[config.mk]
export PLATFORM = sky130hd
export DESIGN_NAME = aps_core
export DESIGN_NICKNAME = d
export VERILOG_FILES = /design/src/aps_pkg.sv /design/src/aps_sync.sv /design/src/aps_core.sv
export SDC_FILE = /design/constraint.sdc
export NUM_CORES = 1
export LEC_CHECK = 0
export ABC_AREA = 0
export BUFFER_PORTS_ARGS = -buffer_cell sky130_fd_sc_hd__buf_2
export CAP_MARGIN = 25
export CORE_AREA = 2 2 98 100
export CTS_CLUSTER_DIAMETER = 80
export DETAILED_ROUTE_END_ITERATION = 7
export DIE_AREA = 0 0 100 102
export GPL_ROUTABILITY_DRIVEN = 1
export PLACE_DENSITY = 0.85
export SETUP_SLACK_MARGIN = 0.1
export SLEW_MARGIN = 10
export SYNTH_ARGS = -nofsm -noshare
export SYNTH_HDL_FRONTEND = slang
export SYNTH_SLANG_ARGS = --single-unit
[constraint.sdc]
create_clock -name sys_clk_in -period 2.5 [get_ports sys_clk_in]
set_clock_uncertainty 0.05 [all_clocks]
set_input_delay 0.375 -clock sys_clk_in [delete_from_list [all_inputs] [get_ports sys_clk_in]]
set_output_delay 0.375 -clock sys_clk_in [all_outputs]
set_load 0.05 [all_outputs]
[src/aps_pkg.sv]
// Package for the serial protocol select block: modes, widths, counts.
// Assumes a 100 MHz system clock sampling the host's serial clock.
package aps_pkg;
  localparam int unsigned CMD_BITS      = 22;
  localparam int unsigned OUT_BITS      = 22;
  localparam int unsigned LANES         = 4;
  localparam int unsigned CNT_W         = 6;
  localparam logic [5:0]  CNT_MIN       = 6'h16;
  localparam logic [5:0]  CNT_SAT       = 6'h3F;
  localparam logic [21:0] CMD_RST       = 22'h000000;
  localparam logic [1:0]  IN_MODE_RST   = 2'h0;
  localparam logic [1:0]  LAUNCH_STD    = 2'h0;
  localparam logic [1:0]  LAUNCH_EARLY  = 2'h1;
  localparam logic [1:0]  LAUNCH_SRC    = 2'h3;
  localparam logic [1:0]  ECHO_EXT      = 2'h0;
  localparam logic [1:0]  WIDTH_SINGLE  = 2'h0;
  localparam logic [1:0]  WIDTH_DUAL    = 2'h2;
  localparam logic [1:0]  WIDTH_QUAD    = 2'h3;
  localparam int unsigned SRC_DIV       = 2;
  localparam logic [1:0]  SRC_DIV_LAST  = 2'(SRC_DIV - 1);

  typedef enum logic [1:0] {
    APS_IDLE  = 2'b00,
    APS_FRAME = 2'b01,
    APS_END   = 2'b10
  } aps_state_t;
endpackage

[src/aps_sync.sv]
// Two-flop synchroniser for a vector of asynchronous pins.
// Assumes inputs come from outside the system clock domain.
`timescale 1ns/100ps
module aps_sync #(
  parameter int unsigned W = 1
) (
  // Clock and reset
  input  wire logic         sys_clk_in,
  input  wire logic         rst_n_in,
  // Pins
  input  wire logic [W-1:0] async_in,
  output logic      [W-1:0] sync_out
);
  logic [W-1:0] meta_ff;

  always_ff @(posedge sys_clk_in or negedge rst_n_in) begin
    if (!rst_n_in) begin
      meta_ff  <= '0;
      sync_out <= '0;
    end else begin
      meta_ff  <= async_in;
      sync_out <= meta_ff;
    end
  end
endmodule

[src/aps_core.sv]
// Serial host interface protocol select: input capture, output launch.
// Assumes a host master drives sclk/cs/sdi; output word from the converter.
// What this block does
// RL1 - Device-clocked output in zone two only supports external echo clock.
// RL2 - Without double rate, early launch drives each output bit half period before standard.
// RL3 - Device-clocked mode drives clock on ready strobe with output data.
// RL4 - Launch on one clock edge, capture on the opposite edge.
// RL5 - Input protocol values 0 to 3 choose polarity and capture edge.
// RL6 - After reset use idle-low rising-capture single-lane protocol.
// RL7 - Protocol change frame uses current protocol; later frames use new one.
// RL8 - Host gives at least 22 clocks per frame for a valid write.
// RL9 - Writes follow input protocol regardless of read protocol.
// RL10 - Wider bus, double rate and extended window may be combined.
// RL11 - Under 22 capture edges leaves input shift register unchanged.
// RL12 - Over 22 capture edges keeps the last 22 bits as command.
// RL13 - Early launch works only for input protocol 0 or 2.
// RL14 - Ready strobe held low for whole frame in compatible protocols.
// RL15 - Output lanes high impedance outside frames; driven only inside.
`timescale 1ns/100ps
module aps_core (
  // Clock and reset
  input  wire logic        sys_clk_in,
  input  wire logic        rst_n_in,
  // Host pins
  input  wire logic        sclk_in,
  input  wire logic        cs_n_in,
  input  wire logic        sdi_in,
  // Configuration
  input  wire logic [1:0]  input_protocol_select_in,
  input  wire logic        input_protocol_load_in,
  input  wire logic [1:0]  output_launch_mode_in,
  input  wire logic [1:0]  echo_clock_source_select_in,
  input  wire logic [1:0]  output_width_in,
  input  wire logic        ddr_enable_in,
  input  wire logic        zone2_in,
  // Output word from the converter
  input  wire logic [21:0] out_word_in,
  // Serial output lanes and ready strobe
  output logic [3:0]       serial_output_lanes_out,
  output logic [3:0]       serial_output_lanes_oe_out,
  output logic             ready_strobe_pin_out,
  // Command and status
  output logic [21:0]      cmd_word_out,
  output logic             cmd_valid_out,
  output logic [1:0]       active_protocol_out,
  output logic             early_launch_out,
  output logic             src_mode_out,
  output logic             cfg_error_out
);
  logic [2:0]  pins_s;
  logic        sclk_s;
  logic        cs_n_s;
  logic        sdi_s;
  logic        sclk_d_ff;
  logic        cs_n_d_ff;
  logic [1:0]  mode_ff;
  logic [21:0] input_shift_register_ff;
  logic [21:0] shift_ff;
  logic [5:0]  cnt_ff;
  logic [21:0] out_ff;
  logic [3:0]  lanes_ff;
  logic [1:0]  div_ff;
  logic        rclk_ff;
  logic        cmd_valid_ff;
  aps_pkg::aps_state_t state_ff;
  logic        rise;
  logic        fall;
  logic        cap_edge;
  logic        lau_edge;
  logic        cs_fall;
  logic        cs_rise;
  logic        shift_edge;
  logic        early_launch;
  logic        src_mode;
  logic [2:0]  step;

  aps_sync #(.W(3)) u_sync (
    .sys_clk_in (sys_clk_in),
    .rst_n_in   (rst_n_in),
    .async_in   ({sclk_in, ~cs_n_in, sdi_in}),
    .sync_out   (pins_s)
  );
  // Select carried inverted so the synchroniser reset reads as idle
  assign sclk_s = pins_s[2];
  assign cs_n_s = ~pins_s[1];
  assign sdi_s  = pins_s[0];

  // Capture edge per mode: modes 0 and 3 rise, 1 and 2 fall
  function automatic logic capture_on_rise(input logic [1:0] m);
    capture_on_rise = (m == 2'h0) || (m == 2'h3);
  endfunction

  // Bits per launch edge from the output width alone
  function automatic logic [2:0] bits_per_edge(input logic [1:0] w);
    if (w == aps_pkg::WIDTH_QUAD)
      bits_per_edge = 3'h4;
    else if (w == aps_pkg::WIDTH_DUAL)
      bits_per_edge = 3'h2;
    else
      bits_per_edge = 3'h1;
  endfunction

  // Lane pattern for the top bits of a word
  function automatic logic [3:0] lane_bits(input logic [21:0] w,
                                           input logic [1:0]  wd);
    if (wd == aps_pkg::WIDTH_QUAD)
      lane_bits = w[21:18];
    else if (wd == aps_pkg::WIDTH_DUAL)
      lane_bits = {2'h0, w[21:20]};
    else
      lane_bits = {3'h0, w[21]};
  endfunction

  always_ff @(posedge sys_clk_in or negedge rst_n_in) begin
    if (!rst_n_in) begin
      sclk_d_ff <= 1'b0;
      cs_n_d_ff <= 1'b1;
    end else begin
      sclk_d_ff <= sclk_s;
      cs_n_d_ff <= cs_n_s;
    end
  end

  assign rise    = sclk_s & ~sclk_d_ff & ~cs_n_s;
  assign fall    = ~sclk_s & sclk_d_ff & ~cs_n_s;
  assign cs_fall = ~cs_n_s & cs_n_d_ff;
  assign cs_rise = cs_n_s & ~cs_n_d_ff;
  // RL4 opposite edge launch
  assign cap_edge = capture_on_rise(mode_ff) ? rise : fall;
  assign lau_edge = (capture_on_rise(mode_ff) ? fall : rise) |
                    (ddr_enable_in & cap_edge);
  // RL13 early launch gating
  assign early_launch = (output_launch_mode_in == aps_pkg::LAUNCH_EARLY) &&
                        (mode_ff == 2'h0 || mode_ff == 2'h2);
  assign src_mode = (output_launch_mode_in == aps_pkg::LAUNCH_SRC);
  // RL10 combined width and rate
  assign step = bits_per_edge(output_width_in);

  // Frame tracking
  always_ff @(posedge sys_clk_in or negedge rst_n_in) begin
    if (!rst_n_in) begin
      state_ff <= aps_pkg::APS_IDLE;
    end else begin
      case (state_ff)
        aps_pkg::APS_IDLE:  if (cs_fall) state_ff <= aps_pkg::APS_FRAME;
        aps_pkg::APS_FRAME: if (cs_rise) state_ff <= aps_pkg::APS_END;
        default:            state_ff <= aps_pkg::APS_IDLE;
      endcase
    end
  end

  // RL9 capture per input protocol
  always_ff @(posedge sys_clk_in or negedge rst_n_in) begin
    if (!rst_n_in) begin
      shift_ff <= aps_pkg::CMD_RST;
      cnt_ff   <= '0;
    end else if (cs_fall) begin
      cnt_ff <= '0;
    end else if (cap_edge) begin
      // RL12 keep last bits
      shift_ff <= {shift_ff[20:0], sdi_s};
      if (cnt_ff != aps_pkg::CNT_SAT)
        cnt_ff <= cnt_ff + 6'h01;
    end
  end

  // RL11 short frame is no-op
  always_ff @(posedge sys_clk_in or negedge rst_n_in) begin
    if (!rst_n_in) begin
      input_shift_register_ff <= aps_pkg::CMD_RST;
      cmd_valid_ff            <= 1'b0;
    end else begin
      cmd_valid_ff <= 1'b0;
      if (cs_rise && cnt_ff >= aps_pkg::CNT_MIN) begin
        input_shift_register_ff <= shift_ff;
        cmd_valid_ff            <= 1'b1;
      end
    end
  end

  // RL6 reset protocol
  // RL7 new mode after frame end
  always_ff @(posedge sys_clk_in or negedge rst_n_in) begin
    if (!rst_n_in)
      mode_ff <= aps_pkg::IN_MODE_RST;
    else if (input_protocol_load_in && state_ff == aps_pkg::APS_IDLE)
      mode_ff <= input_protocol_select_in;
  end

  // RL2 early shift edge
  assign shift_edge = (early_launch && !ddr_enable_in) ? cap_edge : lau_edge;

  // RL4 first bits at select fall for modes 0 and 2 only
  // Out register holds only the bits not yet shown on the lanes
  always_ff @(posedge sys_clk_in or negedge rst_n_in) begin
    if (!rst_n_in) begin
      out_ff   <= '0;
      lanes_ff <= '0;
    end else if (cs_fall) begin
      if (mode_ff[0]) begin
        out_ff   <= out_word_in;
        lanes_ff <= 4'h0;
      end else begin
        out_ff   <= 22'(out_word_in << step);
        lanes_ff <= lane_bits(out_word_in, output_width_in);
      end
    end else if (shift_edge) begin
      out_ff   <= 22'(out_ff << step);
      lanes_ff <= lane_bits(out_ff, output_width_in);
    end
  end

  // RL3 device clock on strobe
  // RL1 external echo in zone two
  always_ff @(posedge sys_clk_in or negedge rst_n_in) begin
    if (!rst_n_in) begin
      div_ff  <= '0;
      rclk_ff <= 1'b0;
    end else if (!src_mode || state_ff != aps_pkg::APS_FRAME) begin
      div_ff  <= '0;
      rclk_ff <= 1'b0;
    end else if (zone2_in &&
                 echo_clock_source_select_in == aps_pkg::ECHO_EXT) begin
      rclk_ff <= sclk_s;
    end else if (!zone2_in) begin
      div_ff <= (div_ff == aps_pkg::SRC_DIV_LAST) ? 2'h0 : div_ff + 2'h1;
      if (div_ff == aps_pkg::SRC_DIV_LAST)
        rclk_ff <= ~rclk_ff;
    end
  end

  assign cfg_error_out = src_mode && zone2_in &&
                         echo_clock_source_select_in != aps_pkg::ECHO_EXT;

  // RL15 lanes released outside frame
  always_comb begin
    serial_output_lanes_out    = lanes_ff;
    serial_output_lanes_oe_out = 4'h0;
    if (state_ff == aps_pkg::APS_FRAME && !cs_n_s) begin
      if (output_width_in == aps_pkg::WIDTH_QUAD)
        serial_output_lanes_oe_out = 4'hF;
      else if (output_width_in == aps_pkg::WIDTH_DUAL)
        serial_output_lanes_oe_out = 4'h3;
      else
        serial_output_lanes_oe_out = 4'h1;
    end
  end

  // RL14 strobe low in frame
  assign ready_strobe_pin_out = src_mode ? rclk_ff
                                : (state_ff == aps_pkg::APS_IDLE);
  assign cmd_word_out        = input_shift_register_ff;
  assign cmd_valid_out       = cmd_valid_ff;
  assign active_protocol_out = mode_ff;
  assign early_launch_out    = early_launch;
  assign src_mode_out        = src_mode;
endmodule

Word-level counts from Yosys, hierarchy flattened
Index checks and enable logic that the tools add are counted.

word-level totals
  register bits = 92
  input port bits = 38

operators by class
  muxes and demuxes = 34
  reductions and logical operators = 26
  bitwise gates (word level) = 15
  equal/unequal tests = 15
  add/subtract/negate cells = 2
  magnitude comparators = 1
  shift-type cells = 2

operators by type and width
  operator               count
  $mux W22               3
  $shl A22 B3 Y22        2
  $mux W4                7
  $mux W2                10
  $mux W6                3
  $eq A2 B2 Y1 const B   5
  $reduce_and A2 Y1      5
  $mux W1                9
  $logic_and A1 B1 Y1    8
  $reduce_bool A2 Y1     4
  $and A1 B1 Y1          7
  $not A1 Y1             7
  $add A6 B1 Y6 const B  1
  $eq A2 B1 Y1 const B   3
  $ge A6 B5 Y1 const B   1
  $logic_not A2 Y1       3
  $ne A2 B2 Y1 const B   3
  $ne A6 B6 Y1 const B   1
  $ne A2 B1 Y1 const B   2
  $pmux W2 S2            1
  $logic_or A1 B1 Y1     3
  $mux W3                1
  $ne A3 B1 Y1 const B   1
  $reduce_bool A3 Y1     1
  3 further kinds        4

Depth between registers and ports, before layout
  word-level depth = 9
  mapped depth = 9
  mapped depth without buffers = 7

Hierarchy
A second synthesis with hierarchy kept.

second synthesis, totals
  cells, all modules = 458
  area total of the unflattened synthesis = 5048.6 um^2

modules (own cells, without submodules)
  module    sequential area each (um^2)  cells each  instances  area each (um^2)
  aps_core  2153.3                       452         1          4898.4
  aps_sync  150.1                        6           1          150.1

Worst setup path before layout
Ideal clock, no wire load.

  path kind = register to register
  from = reg mode_ff[0] (netlist: active_protocol_out[0])
  to = reg shift_ff[10]
  required time = 2325 ps
  slack = -121 ps
  buffers on the path = 2
  arrival = 2446 ps
  library setup time = 125 ps
  stages on the path, launching flop included = 9
  cell sequence = dfrtp_1 -> clkbuf_1 -> inv_1 -> ha_1 -> and3b_1 -> o21ai_0 -> nand2b_4 -> buf_4 -> mux2_2

between the ends
  longest elaborated chain between the ends = 4
  elaborated cells between the ends (all ways) = 5
  those cells by class = eq/ne: 1; mux: 1; reduce/logical: 3

ends and longest elaborated chain
  element                                           RTL line         text
  start: declaration                                aps_core.sv:56   logic [1:0] mode_ff;
  start signal: assignment                          aps_core.sv:185  mode_ff <= aps_pkg::IN_MODE_RST;
  start signal: assignment                          aps_core.sv:187  mode_ff <= input_protocol_select_in;
  $eq A2 B2 Y1 or $logic_not A2 Y1 (tied branches)  aps_core.sv:90   capture_on_rise = (m == 2'h0) || (m == 2'h3);
  $logic_or A1 B1 Y1 (*)                            aps_core.sv:90
  $mux W1 (*)                                       aps_core.sv:129  assign cap_edge = capture_on_rise(mode_ff) ? rise : fall;
  $reduce_and A2 Y1 (no line) (*)                   n/a
  end signal: assignment                            aps_core.sv:155  shift_ff <= aps_pkg::CMD_RST;
  end signal: assignment                            aps_core.sv:161  shift_ff <= {shift_ff[20:0], sdi_s};
  end: declaration                                  aps_core.sv:58   logic [21:0] shift_ff;

Mark *: on every way between the ends. The rest lies on a longest branch, timed or not.
A chain may end at the register's enable or synchronous reset.

Final worst setup path
  from = reg mode_ff[1] (netlist: active_protocol_out[1])
  to = reg shift_ff[17]

The elaborated chain is that of the path after synthesis.

==> results.md <==
- Share of the cycle needed by the critical path after routing: 0.846
- Final setup TNS: 0 ns
- Iter 0 DRT Violations: 185
- Post-synthesis instance area: 5040 µm²
- Total of cells resized after clock tree synthesis: 0
- Total detailed-routing wirelength: 10,500 µm
- Final count of pins violating max slew: 0
- Die Wd: 100 µm
- Post-route cell area: 5660 µm²
- Critical path startpoint category: register
- Maximum single-stage delay on the critical path: 0.38 ns
- Static Leak: 2.77 nW
- Total DRC errors in the routed layout: 0
- Element type at the critical path end: register
- Effective utilization at floorplan: 0.554
- Area after detailed placement: 5450 µm²
- Synthesis-to-layout area growth: 12.3%
- Die Footprint: 10,200 µm²
- Post-route minimum period: 2.11 ns
- Num CTS Buffers: 9
- Worst path cell trace: inv_1 -> ha_1 -> and3b_1 -> o21ai_1 -> nand2b_4 -> mux2_2
- Measured slew at the worst slew-check pin: 0.576 ns
- Asr flop ratio synth: 1.00
- Via count normalized by instance count: 5.89
- Status: finished clean
- Pin count of the biggest net entering global routing: 68
- Cell with the largest stage delay on the worst path: mux2_2
- Reg clk slew, reported paths: 0.09 ns
- Share of cells above drive strength 1: 0.312
- Worst hold path class: primary input to register
- Dominant cells by area after synthesis: dfrtp_1 (45%), mux2_2 (8.7%), mux2i_1 (7.9%)
- Clock tree from TritonCTS: yes
- Number of failing hold endpoints at the final stage: 0
- Final setup violation count: 0
- Placeable core area: 9110 µm²
- Max cap viols: 0
- Post-CTS setup buffer count: 0
- Power per standard cell area: 744 nW/µm²
- Highest-count cells in the layout ignoring fill and taps: dfrtp_1 (90), buf_2 (73), mux2i_1 (40)
- Skew-Pair Late Insertion Delay: 0.36 ns
- Number of enable-type register cells in the synthesized netlist: 0
- Number of nets with antenna violations after routing: 0
- Number of diodes: 0
- Number of levels the H-tree was split into: 3
- Port bufs: 74
- Critical setup path kind: register to register
- Fill count: 738
- Required time at the worst-slack endpoint: 2.70 ns
- Unrepaired setup endpoints after global routing: false
- Number of core rows: 35
- Die Y-Extent: 102 µm
- Number of global-route vias before repair: 3,575
- Largest buffer count on any clock path: 2
- Number of antenna violations at the first check in global routing: 0
- Final HPWL DP: 7050 µm
- Dominant synthesized flop cell: dfrtp_1
- Worst slew slack as a fraction of its limit: 0.616
- Routed wirelength normalized by instance count: 16.6 µm
- Mean area per synthesized cell: 11.0 µm²
- Most common cell after layout, fill and taps aside: dfrtp_1
- Global-route wire length before repair: 17,500 µm
- Global placer's final weighted congestion: 0.827
- Total GRT Usage: 0.218
- Synth warn: 0
- CP arrival: 2.32 ns
- Max Clock Freq: 473 MHz
- CTS sink cnt: 92
- Cell type with the highest aggregate area in the netlist: dfrtp_1
- Remaining global-route overflow: 0
- Final layout net count: 560
- Gate Count Post-Synth: 459
- Drt pass-1 iters: 4
- Unique cell type count in the Yosys netlist: 43
- Peak supply drop: 0.000320 V
- Part of the Yosys area used for sequential elements: 0.457
- Yosys reg bits: 92
- Share of the synthesized area in the top cell type: 0.452
- Clock Tree Root: clkbuf_8
- Worst-path maximum fanout: 22
- Total number of vias: 3,727
- # IOs: 75
- Synthesized Nets: 501
-- cell type report --
class                           count  area (µm²)  area share
Clock inverter                      6        73.8      0.0130
Inverter                           12        45.0     0.00796
Timing Repair Buffer               83         493      0.0871
Multi-Input combinational cell    320        2480       0.438
Tap cell                          111         139      0.0245
Clock buffer                        9         124      0.0219
Sequential cell                    92        2300       0.407
-- routing by layer --
metal,up-vias,GRT usage,share of wire
li1,1771,-,-
met5,-,0,0
met1,1867,0.289,0.43
met4,0,0.0706,0.015
met3,14,0.0445,0.043
met2,75,0.362,0.51
-- timing repair --
| action | in CTS | in global routing |
|---|---|---|
| endpoints found under the setup margin | 0 | 0 |
| hold buffers | 1 | 0 |
| hold endpoints to repair | 41 | 0 |
-- registers in the layout, indices dropped and copies added (netlist names) --
name                     count
shift_ff                    22
div_ff                       2
cnt_ff                       6
u_sync.meta_ff               3
state_ff                     2
u_sync.sync_out              3
out_ff                      22
rclk_ff                      1
serial_output_lanes_out      4
cmd_valid_out                1
active_protocol_out          2
cs_n_d_ff                    1
cmd_word_out                22
sclk_d_ff                    1
-- power by group --
group	leakage (nW)	switching, mW	internal, mW	total [mW]
Sequential	1.19	0.253	1.75	2.00
Clock	0.0938	0.537	0.468	1.01
Combinational	1.49	0.671	0.533	1.20
Total	2.77	1.46	2.75	4.21
-- critical path: cells and delay by family (launching register included) --
family	cells	cell delay (ns)
simple gates	2	0.59
flops	1	0.37
mux	1	0.38
compound gates	1	0.23
buf+inv	1	0.06
fa+ha+maj	1	0.32
-- synth_stat cells (3+ instances only) --
cell,number
mux2_1,10
nor2_1,32
clkbuf_1,14
a211oi_1,36
dfrtp_1,91
mux2_4,19
buf_6,3
buf_4,5
and3_1,4
buf_2,10
and2_1,3
o21ai_0,30
ha_1,4
mux2_2,39
nand3_1,5
xnor2_1,5
a21oi_1,29
nand2_1,32
inv_1,12
mux2i_1,40
-- cell families after synthesis --
kind of cell             share of synthesized area
AO/OA/AOI/OAI                                0.141
XOR/XNOR                                    0.0122
adder cells (fa/ha/maj)                    0.00993
buffers and inverters                       0.0521
flip-flops                                   0.457
multiplexers                                 0.245
AND/OR/NAND/NOR                             0.0829
-- path summary, 6_finish.rpt --
path / start / end / slack, ns / depth (start not counted)
setup / recovery: active_protocol_out[1] / shift_ff[17] / 0.39 / 6
hold / removal: sdi_in / u_sync.meta_ff[0] / 0.07 / 1
setup reg to reg: active_protocol_out[1] / shift_ff[17] / 0.39 / 6
hold reg to reg: u_sync.meta_ff[2] / u_sync.sync_out[2] / 0.30 / 0
max in group asynchronous: rst_n_in / shift_ff[9] / 1.24 / 3
min in group asynchronous: rst_n_in / out_ff[8] / 0.49 / 2
-- per-stage QoR --
stage	hold slack, ns	util	power, mW	instances	worst slack, ns
finish	0.0688	0.621	4.21	633	0.386
global route	0.0553	0.621	4.46	633	0.259
CTS	0.0543	0.621	4.23	633	0.380
detailed placement	0.286	0.599	3.22	617	0.386
global placement	0.282	0.599	3.15	617	0.447
floorplan	0.0294	-	2.88	459	0.122
Note: power is estimated with default switching activity, not from simulation.
